<file path="config.mk">
export PLATFORM = sky130hd
export DESIGN_NAME = act_top
export DESIGN_NICKNAME = d
export VERILOG_FILES = /design/src/include/act_pkg.sv /design/src/include/act_trig_if.sv /design/src/logic/act_top.sv /design/src/logic/act_trig.sv
export SDC_FILE = /design/constraint.sdc
export NUM_CORES = 1
export LEC_CHECK = 0
export BUFFER_PORTS_ARGS = -buffer_cell sky130_fd_sc_hd__buf_2
export CAP_MARGIN = 20
export CORE_MARGIN = 5
export CORE_UTILIZATION = 40
export DETAILED_ROUTE_END_ITERATION = 12
export PLACE_DENSITY = 0.64
export SYNTH_ARGS = -nofsm -noshare
export SYNTH_HDL_FRONTEND = slang
export SYNTH_SLANG_ARGS = --single-unit
</file>
<file path="constraint.sdc">
create_clock -name clk -period 1.6 [get_ports clk]
set_input_delay 0 -clock clk [delete_from_list [all_inputs] [get_ports clk]]
set_output_delay 0 -clock clk [all_outputs]
set_load 0.1 [all_outputs]
</file>
<file path="src/include/act_pkg.sv">
// Shared constants and types for the converter trigger and configuration block.
// Assumes a 40 MHz system clock; the trigger, converter clock and serial port pins are asynchronous to it.
package act_pkg;

  // Trigger debounce: the new level must hold over this many converter clock periods
  localparam logic [1:0] DEB_PERIODS = 2'h2;
  localparam logic [1:0] DEB_CNT_RST = 2'h0;

  // Serial frame: 16 bits, most significant first
  localparam logic [4:0] FRAME_BITS  = 5'h10;
  localparam logic [4:0] FRAME_LAST  = 5'h0F;
  localparam logic [4:0] BITCNT_RST  = 5'h00;
  localparam int         CMD_OP_HI   = 15;
  localparam int         CMD_OP_LO   = 14;
  localparam int         CMD_CH_HI   = 13;
  localparam int         CMD_CH_LO   = 11;
  localparam int         CMD_GAIN_HI = 2;
  localparam int         CMD_GAIN_LO = 0;
  localparam int         CMD_REF_HI  = 1;
  localparam int         CMD_REF_LO  = 0;
  localparam int         CMD_DIFF    = 2;
  localparam int         CMD_SEL_HI  = 5;
  localparam int         CMD_SEL_LO  = 3;

  // Result word layout
  localparam int         RES_CH_HI   = 15;
  localparam int         RES_CH_LO   = 13;
  localparam int         RES_FRESH   = 12;
  localparam int         RES_DATA_HI = 11;
  localparam int         DATA_W      = 12;
  localparam int         NUM_CH      = 8;

  localparam logic [2:0]  CH_RST     = 3'h0;
  localparam logic [11:0] DATA_RST   = 12'h000;
  localparam logic [15:0] WORD_RST   = 16'h0000;

  typedef enum logic [1:0] {
    OP_READ = 2'h0,
    OP_GAIN = 2'h1,
    OP_CFG  = 2'h2,
    OP_NOP  = 2'h3
  } act_op_t;

  typedef enum logic [2:0] {
    GAIN_1  = 3'h0,
    GAIN_2  = 3'h1,
    GAIN_4  = 3'h2,
    GAIN_5  = 3'h3,
    GAIN_8  = 3'h4,
    GAIN_10 = 3'h5,
    GAIN_16 = 3'h6,
    GAIN_20 = 3'h7
  } act_gain_t;

  typedef enum logic [1:0] {
    REF_1V15  = 2'h0,
    REF_2V048 = 2'h1,
    REF_2V5   = 2'h2
  } act_ref_t;

  typedef enum logic [2:0] {
    ST_IDLE  = 3'b001,
    ST_ARMED = 3'b010,
    ST_BUSY  = 3'b100
  } act_state_t;

  localparam act_gain_t GAIN_RST = GAIN_1;
  localparam act_ref_t  REF_RST  = REF_2V5;

endpackage

</file>
<file path="src/include/act_trig_if.sv">
// Events passed from the trigger front end to the conversion control.
// All signals are single-cycle pulses or levels on the system clock.
interface act_trig_if;
  logic converter_clock_fall;
  logic trig_qual;
  logic trig_level;

  modport src (output converter_clock_fall, output trig_qual, output trig_level);
  modport dst (input  converter_clock_fall, input  trig_qual, input  trig_level);
endinterface

</file>
<file path="src/logic/act_top.sv">
// Converter control: conversion trigger sequencing, per-channel gain,
// reference select and a clocked serial port to the host.
// Assumes the analog core sits on clk and answers a start with conv_done.
// Functional notes
// - Start conversion on rising trigger edge only
// - Trigger level must persist two converter periods
// - Each channel has its own gain setting
// - Reference selectable among three fixed levels
// - Eight single-ended or four differential channels
// - Conversion starts on converter clock falling edge
// - Results and settings over clocked serial port
module act_top (
  input  wire logic               clk,
  input  wire logic               reset_n,
  input  wire logic               converter_clock,
  input  wire logic               convert_trigger,
  input  wire logic               sclk,
  input  wire logic               sdi,
  input  wire logic               cs_n,
  output logic                    sdo,
  output logic                    sdo_oe_n,
  input  wire logic               conv_done,
  input  wire logic [11:0]        conv_data,
  output logic                    conv_start,
  output logic                    conv_busy,
  output logic [2:0]              conv_chan,
  output logic                    conv_diff,
  output act_pkg::act_gain_t      conv_gain,
  output act_pkg::act_ref_t       conv_ref
);
  import act_pkg::*;

  act_trig_if tif ();

  act_trig u_trig (
    .clk             (clk),
    .reset_n         (reset_n),
    .converter_clock (converter_clock),
    .convert_trigger (convert_trigger),
    .tif             (tif)
  );

  // In differential mode only the four pairs exist
  function automatic logic [2:0] eff_chan(input logic [2:0] ch, input logic diff);
    eff_chan = diff ? {1'b0, ch[1:0]} : ch;
  endfunction

  act_state_t        state_q;
  logic              start_q, busy_q;
  logic [2:0]        chan_q;
  logic              diff_q;
  act_ref_t          ref_q;
  act_gain_t         gain_q [NUM_CH];
  act_gain_t         gain_out_q;
  logic [11:0]       res_data_q;
  logic [2:0]        res_ch_q;
  logic              fresh_q;
  logic              sck_s1_q, sck_s2_q, sck_prev_q;
  logic              sdi_s1_q, sdi_s2_q;
  logic              cs_s1_q, cs_s2_q, cs_prev_q;
  logic [4:0]        bitcnt_q;
  logic [15:0]       rx_q, tx_q;
  logic              fire_q, sdo_q, oe_n_q;
  logic              frame_start, sck_rise, sck_fall, cs_act;
  act_op_t           op;

  ////////////////////////////////////////////////////////////////////////////
  // Conversion sequencing
  always_ff @(posedge clk) begin
    if (!reset_n) begin
      state_q <= ST_IDLE;
      start_q <= 1'b0;
      busy_q  <= 1'b0;
    end else begin
      start_q <= 1'b0;
      case (state_q)
        ST_IDLE: begin
          if (tif.trig_qual) begin
            state_q <= ST_ARMED;
            busy_q  <= 1'b1;
          end
        end
        ST_ARMED: begin
          if (tif.converter_clock_fall) begin
            state_q <= ST_BUSY;
            start_q <= 1'b1;
          end
        end
        ST_BUSY: begin
          // Further qualified edges fall through unseen here
          if (conv_done) begin
            state_q <= ST_IDLE;
            busy_q  <= 1'b0;
          end
        end
        default: begin
          state_q <= ST_IDLE;
          busy_q  <= 1'b0;
        end
      endcase
    end
  end

  // Capture the result; a new result outranks the clear at frame start
  always_ff @(posedge clk) begin
    if (!reset_n) begin
      res_data_q <= DATA_RST;
      res_ch_q   <= CH_RST;
      fresh_q    <= 1'b0;
    end else if (state_q == ST_BUSY && conv_done) begin
      res_data_q <= conv_data;
      res_ch_q   <= chan_q;
      fresh_q    <= 1'b1;
    end else if (frame_start) begin
      fresh_q    <= 1'b0;
    end
  end

  ////////////////////////////////////////////////////////////////////////////
  // Serial port pins, synchronised before use
  always_ff @(posedge clk) begin
    if (!reset_n) begin
      sck_s1_q   <= 1'b0;
      sck_s2_q   <= 1'b0;
      sck_prev_q <= 1'b0;
      sdi_s1_q   <= 1'b0;
      sdi_s2_q   <= 1'b0;
      cs_s1_q    <= 1'b1;
      cs_s2_q    <= 1'b1;
      cs_prev_q  <= 1'b1;
    end else begin
      sck_s1_q   <= sclk;
      sck_s2_q   <= sck_s1_q;
      sck_prev_q <= sck_s2_q;
      sdi_s1_q   <= sdi;
      sdi_s2_q   <= sdi_s1_q;
      cs_s1_q    <= cs_n;
      cs_s2_q    <= cs_s1_q;
      cs_prev_q  <= cs_s2_q;
    end
  end

  assign cs_act      = ~cs_s2_q;
  assign frame_start = cs_prev_q & ~cs_s2_q;
  assign sck_rise    = cs_act & sck_s2_q & ~sck_prev_q;
  assign sck_fall    = cs_act & ~sck_s2_q & sck_prev_q;

  // Only clocked framed transfers are understood; bits past 16 are dropped
  always_ff @(posedge clk) begin
    if (!reset_n) begin
      bitcnt_q <= BITCNT_RST;
      rx_q     <= WORD_RST;
      fire_q   <= 1'b0;
    end else begin
      fire_q <= 1'b0;
      if (frame_start) begin
        bitcnt_q <= BITCNT_RST;
      end else if (sck_rise && bitcnt_q != FRAME_BITS) begin
        rx_q     <= {rx_q[14:0], sdi_s2_q};
        bitcnt_q <= bitcnt_q + 5'h01;
        fire_q   <= (bitcnt_q == FRAME_LAST);
      end
    end
  end

  // Result word loads at frame start; the host samples on sclk rising
  always_ff @(posedge clk) begin
    if (!reset_n) begin
      tx_q   <= WORD_RST;
      sdo_q  <= 1'b0;
      oe_n_q <= 1'b1;
    end else begin
      oe_n_q <= cs_s2_q;
      if (frame_start) begin
        tx_q  <= {res_ch_q, fresh_q, res_data_q};
        sdo_q <= res_ch_q[2];
      end else if (sck_fall) begin
        tx_q  <= {tx_q[14:0], 1'b0};
        sdo_q <= tx_q[14];
      end
    end
  end

  ////////////////////////////////////////////////////////////////////////////
  // Command execution
  assign op = act_op_t'(rx_q[CMD_OP_HI:CMD_OP_LO]);

  always_ff @(posedge clk) begin
    if (!reset_n) begin
      for (int i = 0; i < NUM_CH; i++) gain_q[i] <= GAIN_RST;
    end else if (fire_q && op == OP_GAIN) begin
      gain_q[rx_q[CMD_CH_HI:CMD_CH_LO]] <= act_gain_t'(rx_q[CMD_GAIN_HI:CMD_GAIN_LO]);
    end
  end

  // An unused reference code leaves the setting as it was
  always_ff @(posedge clk) begin
    if (!reset_n) begin
      ref_q  <= REF_RST;
      diff_q <= 1'b0;
      chan_q <= CH_RST;
    end else if (fire_q && op == OP_CFG) begin
      if (rx_q[CMD_REF_HI:CMD_REF_LO] != 2'h3)
        ref_q <= act_ref_t'(rx_q[CMD_REF_HI:CMD_REF_LO]);
      diff_q <= rx_q[CMD_DIFF];
      chan_q <= eff_chan(rx_q[CMD_SEL_HI:CMD_SEL_LO], rx_q[CMD_DIFF]);
    end
  end

  always_ff @(posedge clk) begin
    if (!reset_n) gain_out_q <= GAIN_RST;
    else          gain_out_q <= gain_q[eff_chan(chan_q, diff_q)];
  end

  assign conv_start = start_q;
  assign conv_busy  = busy_q;
  assign conv_chan  = chan_q;
  assign conv_diff  = diff_q;
  assign conv_gain  = gain_out_q;
  assign conv_ref   = ref_q;
  assign sdo        = sdo_q;
  assign sdo_oe_n   = oe_n_q;

  ////////////////////////////////////////////////////////////////////////////
  property p_start_on_fall;
    @(posedge clk) disable iff (!reset_n)
    start_q |-> $past(tif.converter_clock_fall) && $past(state_q) == ST_ARMED;
  endproperty
  a_start_on_fall: assert property (p_start_on_fall) else $error("start not on fall");

  property p_arm_on_qual;
    @(posedge clk) disable iff (!reset_n)
    state_q == ST_IDLE && tif.trig_qual |=> state_q == ST_ARMED && busy_q;
  endproperty
  a_arm_on_qual: assert property (p_arm_on_qual) else $error("qualified edge not taken");

  // Busy may only open while the debounced trigger level is high
  property p_busy_level;
    @(posedge clk) disable iff (!reset_n)
    $rose(busy_q) |-> tif.trig_level;
  endproperty
  a_busy_level: assert property (p_busy_level) else $error("busy without high trigger");

  property p_ignore_busy;
    @(posedge clk) disable iff (!reset_n)
    state_q == ST_BUSY && !conv_done |=> state_q == ST_BUSY && !start_q;
  endproperty
  a_ignore_busy: assert property (p_ignore_busy) else $error("conversion disturbed");

  property p_gain_write;
    @(posedge clk) disable iff (!reset_n)
    fire_q && op == OP_GAIN
      |=> gain_q[$past(rx_q[CMD_CH_HI:CMD_CH_LO])] == $past(rx_q[CMD_GAIN_HI:CMD_GAIN_LO]);
  endproperty
  a_gain_write: assert property (p_gain_write) else $error("gain not stored");

  property p_ref_legal;
    @(posedge clk) disable iff (!reset_n)
    ref_q inside {REF_1V15, REF_2V048, REF_2V5};
  endproperty
  a_ref_legal: assert property (p_ref_legal) else $error("illegal reference");

  property p_diff_chan;
    @(posedge clk) disable iff (!reset_n)
    diff_q |-> !chan_q[2];
  endproperty
  a_diff_chan: assert property (p_diff_chan) else $error("diff channel out of range");

  property p_frame_tag;
    @(posedge clk) disable iff (!reset_n)
    frame_start && !(state_q == ST_BUSY && conv_done)
      |=> tx_q[RES_CH_HI:RES_CH_LO] == $past(res_ch_q) && !fresh_q;
  endproperty
  a_frame_tag: assert property (p_frame_tag) else $error("result word not loaded");

  property p_oe_follow;
    @(posedge clk) disable iff (!reset_n)
    !cs_s2_q [*2] |-> !oe_n_q;
  endproperty
  a_oe_follow: assert property (p_oe_follow) else $error("output not driven in frame");

  c_start: cover property (@(posedge clk) disable iff (!reset_n) start_q);
  c_gain:  cover property (@(posedge clk) disable iff (!reset_n) fire_q && op == OP_GAIN);
  c_cfg:   cover property (@(posedge clk) disable iff (!reset_n) fire_q && op == OP_CFG);
  c_fresh: cover property (@(posedge clk) disable iff (!reset_n) frame_start && fresh_q);

endmodule

</file>
<file path="src/logic/act_trig.sv">
// Trigger front end: synchronises the converter clock and trigger pins,
// debounces the trigger in converter clock periods and flags rising edges.
// Assumes both pins are asynchronous to clk and far slower than it.
module act_trig (
  input  wire logic clk,
  input  wire logic reset_n,
  input  wire logic converter_clock,
  input  wire logic convert_trigger,
  act_trig_if.src   tif
);
  import act_pkg::*;

  logic       cc_s1_q, cc_s2_q, cc_prev_q;
  logic       tr_s1_q, tr_s2_q;
  logic       stable_q;
  logic [1:0] cnt_q;
  logic       qual_q, fall_q;
  logic       cc_rise;

  ////////////////////////////////////////////////////////////////////////////
  always_ff @(posedge clk) begin
    if (!reset_n) begin
      cc_s1_q   <= 1'b0;
      cc_s2_q   <= 1'b0;
      cc_prev_q <= 1'b0;
      tr_s1_q   <= 1'b0;
      tr_s2_q   <= 1'b0;
    end else begin
      cc_s1_q   <= converter_clock;
      cc_s2_q   <= cc_s1_q;
      cc_prev_q <= cc_s2_q;
      tr_s1_q   <= convert_trigger;
      tr_s2_q   <= tr_s1_q;
    end
  end

  assign cc_rise = cc_s2_q & ~cc_prev_q;

  always_ff @(posedge clk) begin
    if (!reset_n) fall_q <= 1'b0;
    else          fall_q <= ~cc_s2_q & cc_prev_q;
  end

  ////////////////////////////////////////////////////////////////////////////
  // Level is judged only at converter clock rising edges, so glitches
  // shorter than a period never reach the stable level
  always_ff @(posedge clk) begin
    if (!reset_n) begin
      stable_q <= 1'b0;
      cnt_q    <= DEB_CNT_RST;
      qual_q   <= 1'b0;
    end else begin
      qual_q <= 1'b0;
      if (cc_rise) begin
        if (tr_s2_q != stable_q) begin
          if (cnt_q + 2'h1 == DEB_PERIODS) begin
            stable_q <= tr_s2_q;
            cnt_q    <= DEB_CNT_RST;
            qual_q   <= tr_s2_q;
          end else begin
            cnt_q <= cnt_q + 2'h1;
          end
        end else begin
          cnt_q <= DEB_CNT_RST;
        end
      end
    end
  end

  assign tif.converter_clock_fall  = fall_q;
  assign tif.trig_qual  = qual_q;
  assign tif.trig_level = stable_q;

  ////////////////////////////////////////////////////////////////////////////
  property p_qual_rising;
    @(posedge clk) disable iff (!reset_n)
    qual_q |-> stable_q && !$past(stable_q);
  endproperty
  a_qual_rising: assert property (p_qual_rising) else $error("qualified edge not rising");

  property p_deb_two;
    @(posedge clk) disable iff (!reset_n)
    $changed(stable_q) |-> $past(cnt_q) == DEB_PERIODS - 2'h1 && $past(cc_rise);
  endproperty
  a_deb_two: assert property (p_deb_two) else $error("level accepted too early");

  property p_no_fall_start;
    @(posedge clk) disable iff (!reset_n)
    $fell(stable_q) |-> !qual_q;
  endproperty
  a_no_fall_start: assert property (p_no_fall_start) else $error("falling edge qualified");

  c_qual: cover property (@(posedge clk) disable iff (!reset_n) qual_q);

endmodule

</file>
After elaboration in Yosys (flattened, before gate mapping)
Memory sizes are Yosys's and may differ from the RTL's. A register that Yosys moved wholly into a read port is not among the register bits.
Index checks and enable logic that the tools add are counted.

operators by class
  bitwise logic cells = 16
  eq/ne operators = 13
  multiplexer cells = 25
  reductions and logical operators = 17
  $add $sub $neg = 2

operators by type and width
  cell                   count
  $mux W15               2
  $mux W3                7
  $mux W1                12
  $not A1 Y1             9
  $pmux W3 S3            1
  $reduce_and A3 Y1      3
  $and A1 B1 Y1          7
  $reduce_and A2 Y1      3
  $reduce_or A3 Y1       2
  $add A5 B1 Y5 const B  1
  $eq A5 B4 Y1 const B   1
  $ne A5 B5 Y1 const B   1
  $eq A2 B2 Y1 const B   2
  $logic_and A1 B1 Y1    4
  $mux W2                2
  $ne A2 B1 Y1 const B   2
  $ne A2 B2 Y1 const B   2
  $reduce_and A4 Y1      1
  $reduce_bool A2 Y1     2
  $eq A3 B1 Y1 const B   1
  $eq A3 B2 Y1 const B   1
  $eq A3 B3 Y1 const B   1
  $pmux W1 S3            1
  $add A2 B1 Y2 const B  1
  4 further kinds        4

word-level totals
  RAM bits = 24
  logic and storage cells = 105
  input port bits = 20
  output and inout port bits = 13
  memories = 1
  register bits = 83

memories
  name    words  bits a word  rd ports  clocked after Yosys merged registers in  wr ports  line           source
  gain_q  8      3            1         1                                        8         act_top.sv:53  act_gain_t gain_q [NUM_CH];

Depth between registers and ports, before layout
  depth in word-level cells = 7
  depth in mapped cells = 8

Cells and area by module
A second synthesis with hierarchy kept.

second synthesis, totals
  cells, all modules = 461
  area total of the unflattened synthesis = 4,513.1 µm²

modules (own cells, without submodules)
  module    area an instance (µm²)  instances  cells each
  act_top   4,170.2                 1          430
  act_trig  342.8                   1          31

Least setup slack after synthesis
OpenSTA, ideal clock, no wires.

  kind = reg-to-reg
  start = register sdo_oe_n (netlist name)
  end = register sdo_q, in the netlist sdo
  data required time = 1.509 ns
  setup slack = -0.502 ns
  stages on the path, launching flop included = 6
  buffers on the path = 1
  data arrival time = 2.011 ns
  cell sequence = dfxtp_1 inv_1 nor2_1 buf_2 nand2_1 a311oi_1

RTL lines
  element               line            source
  to (signal assigned)  act_top.sv:176  sdo_q <= res_ch_q[2];
  to (signal assigned)  act_top.sv:179  sdo_q <= tx_q[14];
  to (decl)             act_top.sv:63   logic fire_q, sdo_q, oe_n_q;

==> flow_summary.toml <==
[setup_path]
critical-path-max-stage-delay_ns = 0.39
critPathBufInv = 0
path_cells = "and4b_1, nand2_1, o21ai_0"
startpoint_type = "flip-flop"
crit_family = "flip-flops"
cp_max_fo = 4
arrival_ns = 1.53
end_kind = "flip-flop"
required_ns = 1.62
cp_slowest_cell = "dfxtp_1"
critPathKind = "flip-flop to flip-flop"

[sta]
finalHoldViolCount = 0
slew_headroom_pct = 58.9
tightest_slew_ns = 0.601
finalCriticalPeriod_ns = 1.50
whs_ns = 0.0482
fmax_mhz = 665
clock_skew_ns = 0.0143
setup_viol_count_final = 0
fin_crit_sh_pct = 93.9
fin_tns_setup_ns = 0
rsz0062_at_grt = "false"
slew_violations = 0

[final_layout]
nets = 531
layout_commonest_cell = "nand2_1"
areaGrowthSynthToFinish_pct = 16.1
final_core_util_pct = 47.5
drive_gt1_share_pct = 16.4
diodes = 0
final_cell_mix = "nand2_1, dfxtp_1, nor2_1, buf_2, edfxtp_1"

[synthesis]
yosysSeqAreaShare_pct = 55.1
synth_xor_area_share_pct = 0.791
ys_warn_count = 0
synthSimpleGateAreaFrac_pct = 23.5
syn_inst = 462
syn_area_per_cell_um2 = 9.59
synth_fp_nets = 485
synth_fa_ha_area_share_pct = 0.847
synth.area.mux_share_pct = 2.06
ys_seq_elements = 110
syn-cell-area_um2 = 4430
synth_top_family_by_area = "simple AND/OR/NAND/NOR gates"
yosysUniqueCellTypes = 45
synth-compound-area-share_pct = 14.1

[clocking]
htree_levels = 3
cts_tree = "done"
cts_max_path_buffers = 2
cts_sinks = 110
insertion_delay_ns = 0.37
root_buffer = "clkbuf_8"
clkSlewWorstSetupHoldPaths_ns = 0.11
cts_buffers = 9

[grt]
grt_pass1_vias = 3090
grt-ovfl-total = 0
grt_max_degree = 44
grt_pass1_wl_um = 14300
grt_usage_pct = 13.2
antenna_found_initial = 0

[floorplanning]
die_w_um = 115
initial_core_util_pct = 40.9
core_area_um2 = 10800
dieHeight_um = 115
ioPinCount = 33
dieArea_um2 = 13300
rows = 38

[pwr]
cellLeakagePower_uw = 0.00188
irDropWorstVdd_v = 0.000402
p_per_area_nw_per_um2 = 942

[drt]
drt_wl_total_um = 8350
post_drt_wl_per_cell_um = 12.8
dr.pass1.iters = 4
route.detailed.drc = 0
ant_nets = 0
drt_iter0_drc = 251
vias = 3279
via_per_inst = 5.02

[outcome]
status = "complete, no violations"

[placed_design]
place.port_buffers = 32
place.gp.congestion = 0.808
dp_hpwl_um = 5680

[flow_run]
maxCapViolations = 0

[worst_hold_path]
hp-class = "input pin to flip-flop"
## flip-flops by register name, indices dropped and copies added, names as in the netlist, 2 cells and up
signal and count:
gain_q 24, rx_q 16, tx_q 15, res_data_q 12, bitcnt_q 5, conv_chan 3, conv_gain 3, res_ch_q 3
state_q 3, conv_ref 2, u_trig.cnt_q 2
## synthesized netlist by cell type, drive strengths merged
cell type / n / area, µm²
nand4bb: 1 / 11.3
nor3b: 4 / 46.3
mux2i: 8 / 80.1
o21ai: 13 / 65.1
dfxtp: 86 / 1720
mux2: 1 / 11.3
and2: 12 / 75.1
nor3: 4 / 20.0
a211oi: 4 / 30.0
nand3b: 2 / 15.0
inv: 6 / 22.5
o22a: 1 / 8.76
nor2b: 16 / 100
buf: 14 / 85.1
or2: 1 / 6.26
a311oi: 15 / 131
nor2: 59 / 221
nand3: 5 / 37.5
a2111oi: 5 / 43.8
ha: 3 / 37.5
a21boi: 1 / 7.51
a21oi: 23 / 115
edfxtp: 24 / 721
xnor2: 2 / 17.5
and3b: 1 / 8.76
clkbuf: 14 / 52.6
a2bb2oi: 16 / 196
o211a: 1 / 10.0
o21bai: 1 / 7.51
and4b: 2 / 20.0
nand2: 96 / 368
nand2b: 12 / 75.1
nand4: 1 / 6.26
and3: 2 / 12.5
nor4: 3 / 18.8
o31ai: 1 / 7.51
xor2: 2 / 17.5
## final timing paths
kind             startpoint                               to  slack (ns)  cells past startpoint
max reg2reg        rx_q[14]                     gain_q[5][1]         0.1                      3
min reg2reg  u_trig.cc_s2_q  u_trig.tif.converter_clock_fall        0.43                      1
max                rx_q[14]                     gain_q[5][1]         0.1                      3
min                 reset_n                     conv_gain[2]        0.05                      4
## worst min-delay path: stages
cell,delay [ns]
buf_2,0.12
buf_4,0.16
nand2_1,0.06
nor4_1,0.04
## metal layers
layer	vias to the layer above	GRT usage (%)	part of all wire, %
met1	1536	18.2	49
li1	1679	-	-
met4	0	4.93	1.3
met2	55	20.7	46
met3	9	2.63	3.2
met5	-	0	0
## stage by stage
stage          cell area (µm²)  cells  setup WS (ns)  power, µW
6_report                  5150    653         0.0972       4850
5_1_grt                   5150    653        0.00759       5060
3_5_place_dp              4750    618         0.0577       3240
2_1_floorplan             4440    462         0.0446       3160
3_3_place_gp              4750    618          0.123       3230
4_1_cts                   5130    652         0.0309       4910
## final cells by class
type | count | area, µm²
fill | 1013 | 5690
sequential | 110 | 2450
multi-input combinational | 319 | 1850
timing repair buffer | 62 | 443
tap | 140 | 175
clock buffer | 10 | 138
clock inverter | 6 | 61.3
inverter | 6 | 22.5
## report_power, final
part           total [µW]  switching [µW]  internal, µW
combinational         281             165           116
sequential           2930            31.3          2900
clock                1640             987           651
total                4850            1180          3670
## timing repair
item                                    CTS  global route
endpoints found under the setup margin    0            17
buffers inserted                          0             0
endpoints found under the hold margin    20             0
resized for setup                         0             3
hold buffers                             18             0
## logic make-up (layout without fill, tap and decap cells)
| family | count (synthesis) | count (layout) |
|---|---|---|
| buf+inv | 34 | 84 |
| fa+ha+maj | 3 | 3 |
| mux | 9 | 9 |
| compound gates | 81 | 81 |
| flops | 110 | 110 |
| xor+xnor | 4 | 4 |
| simple gates | 221 | 222 |
No activity file was read; power rests on OpenSTA's default activity.
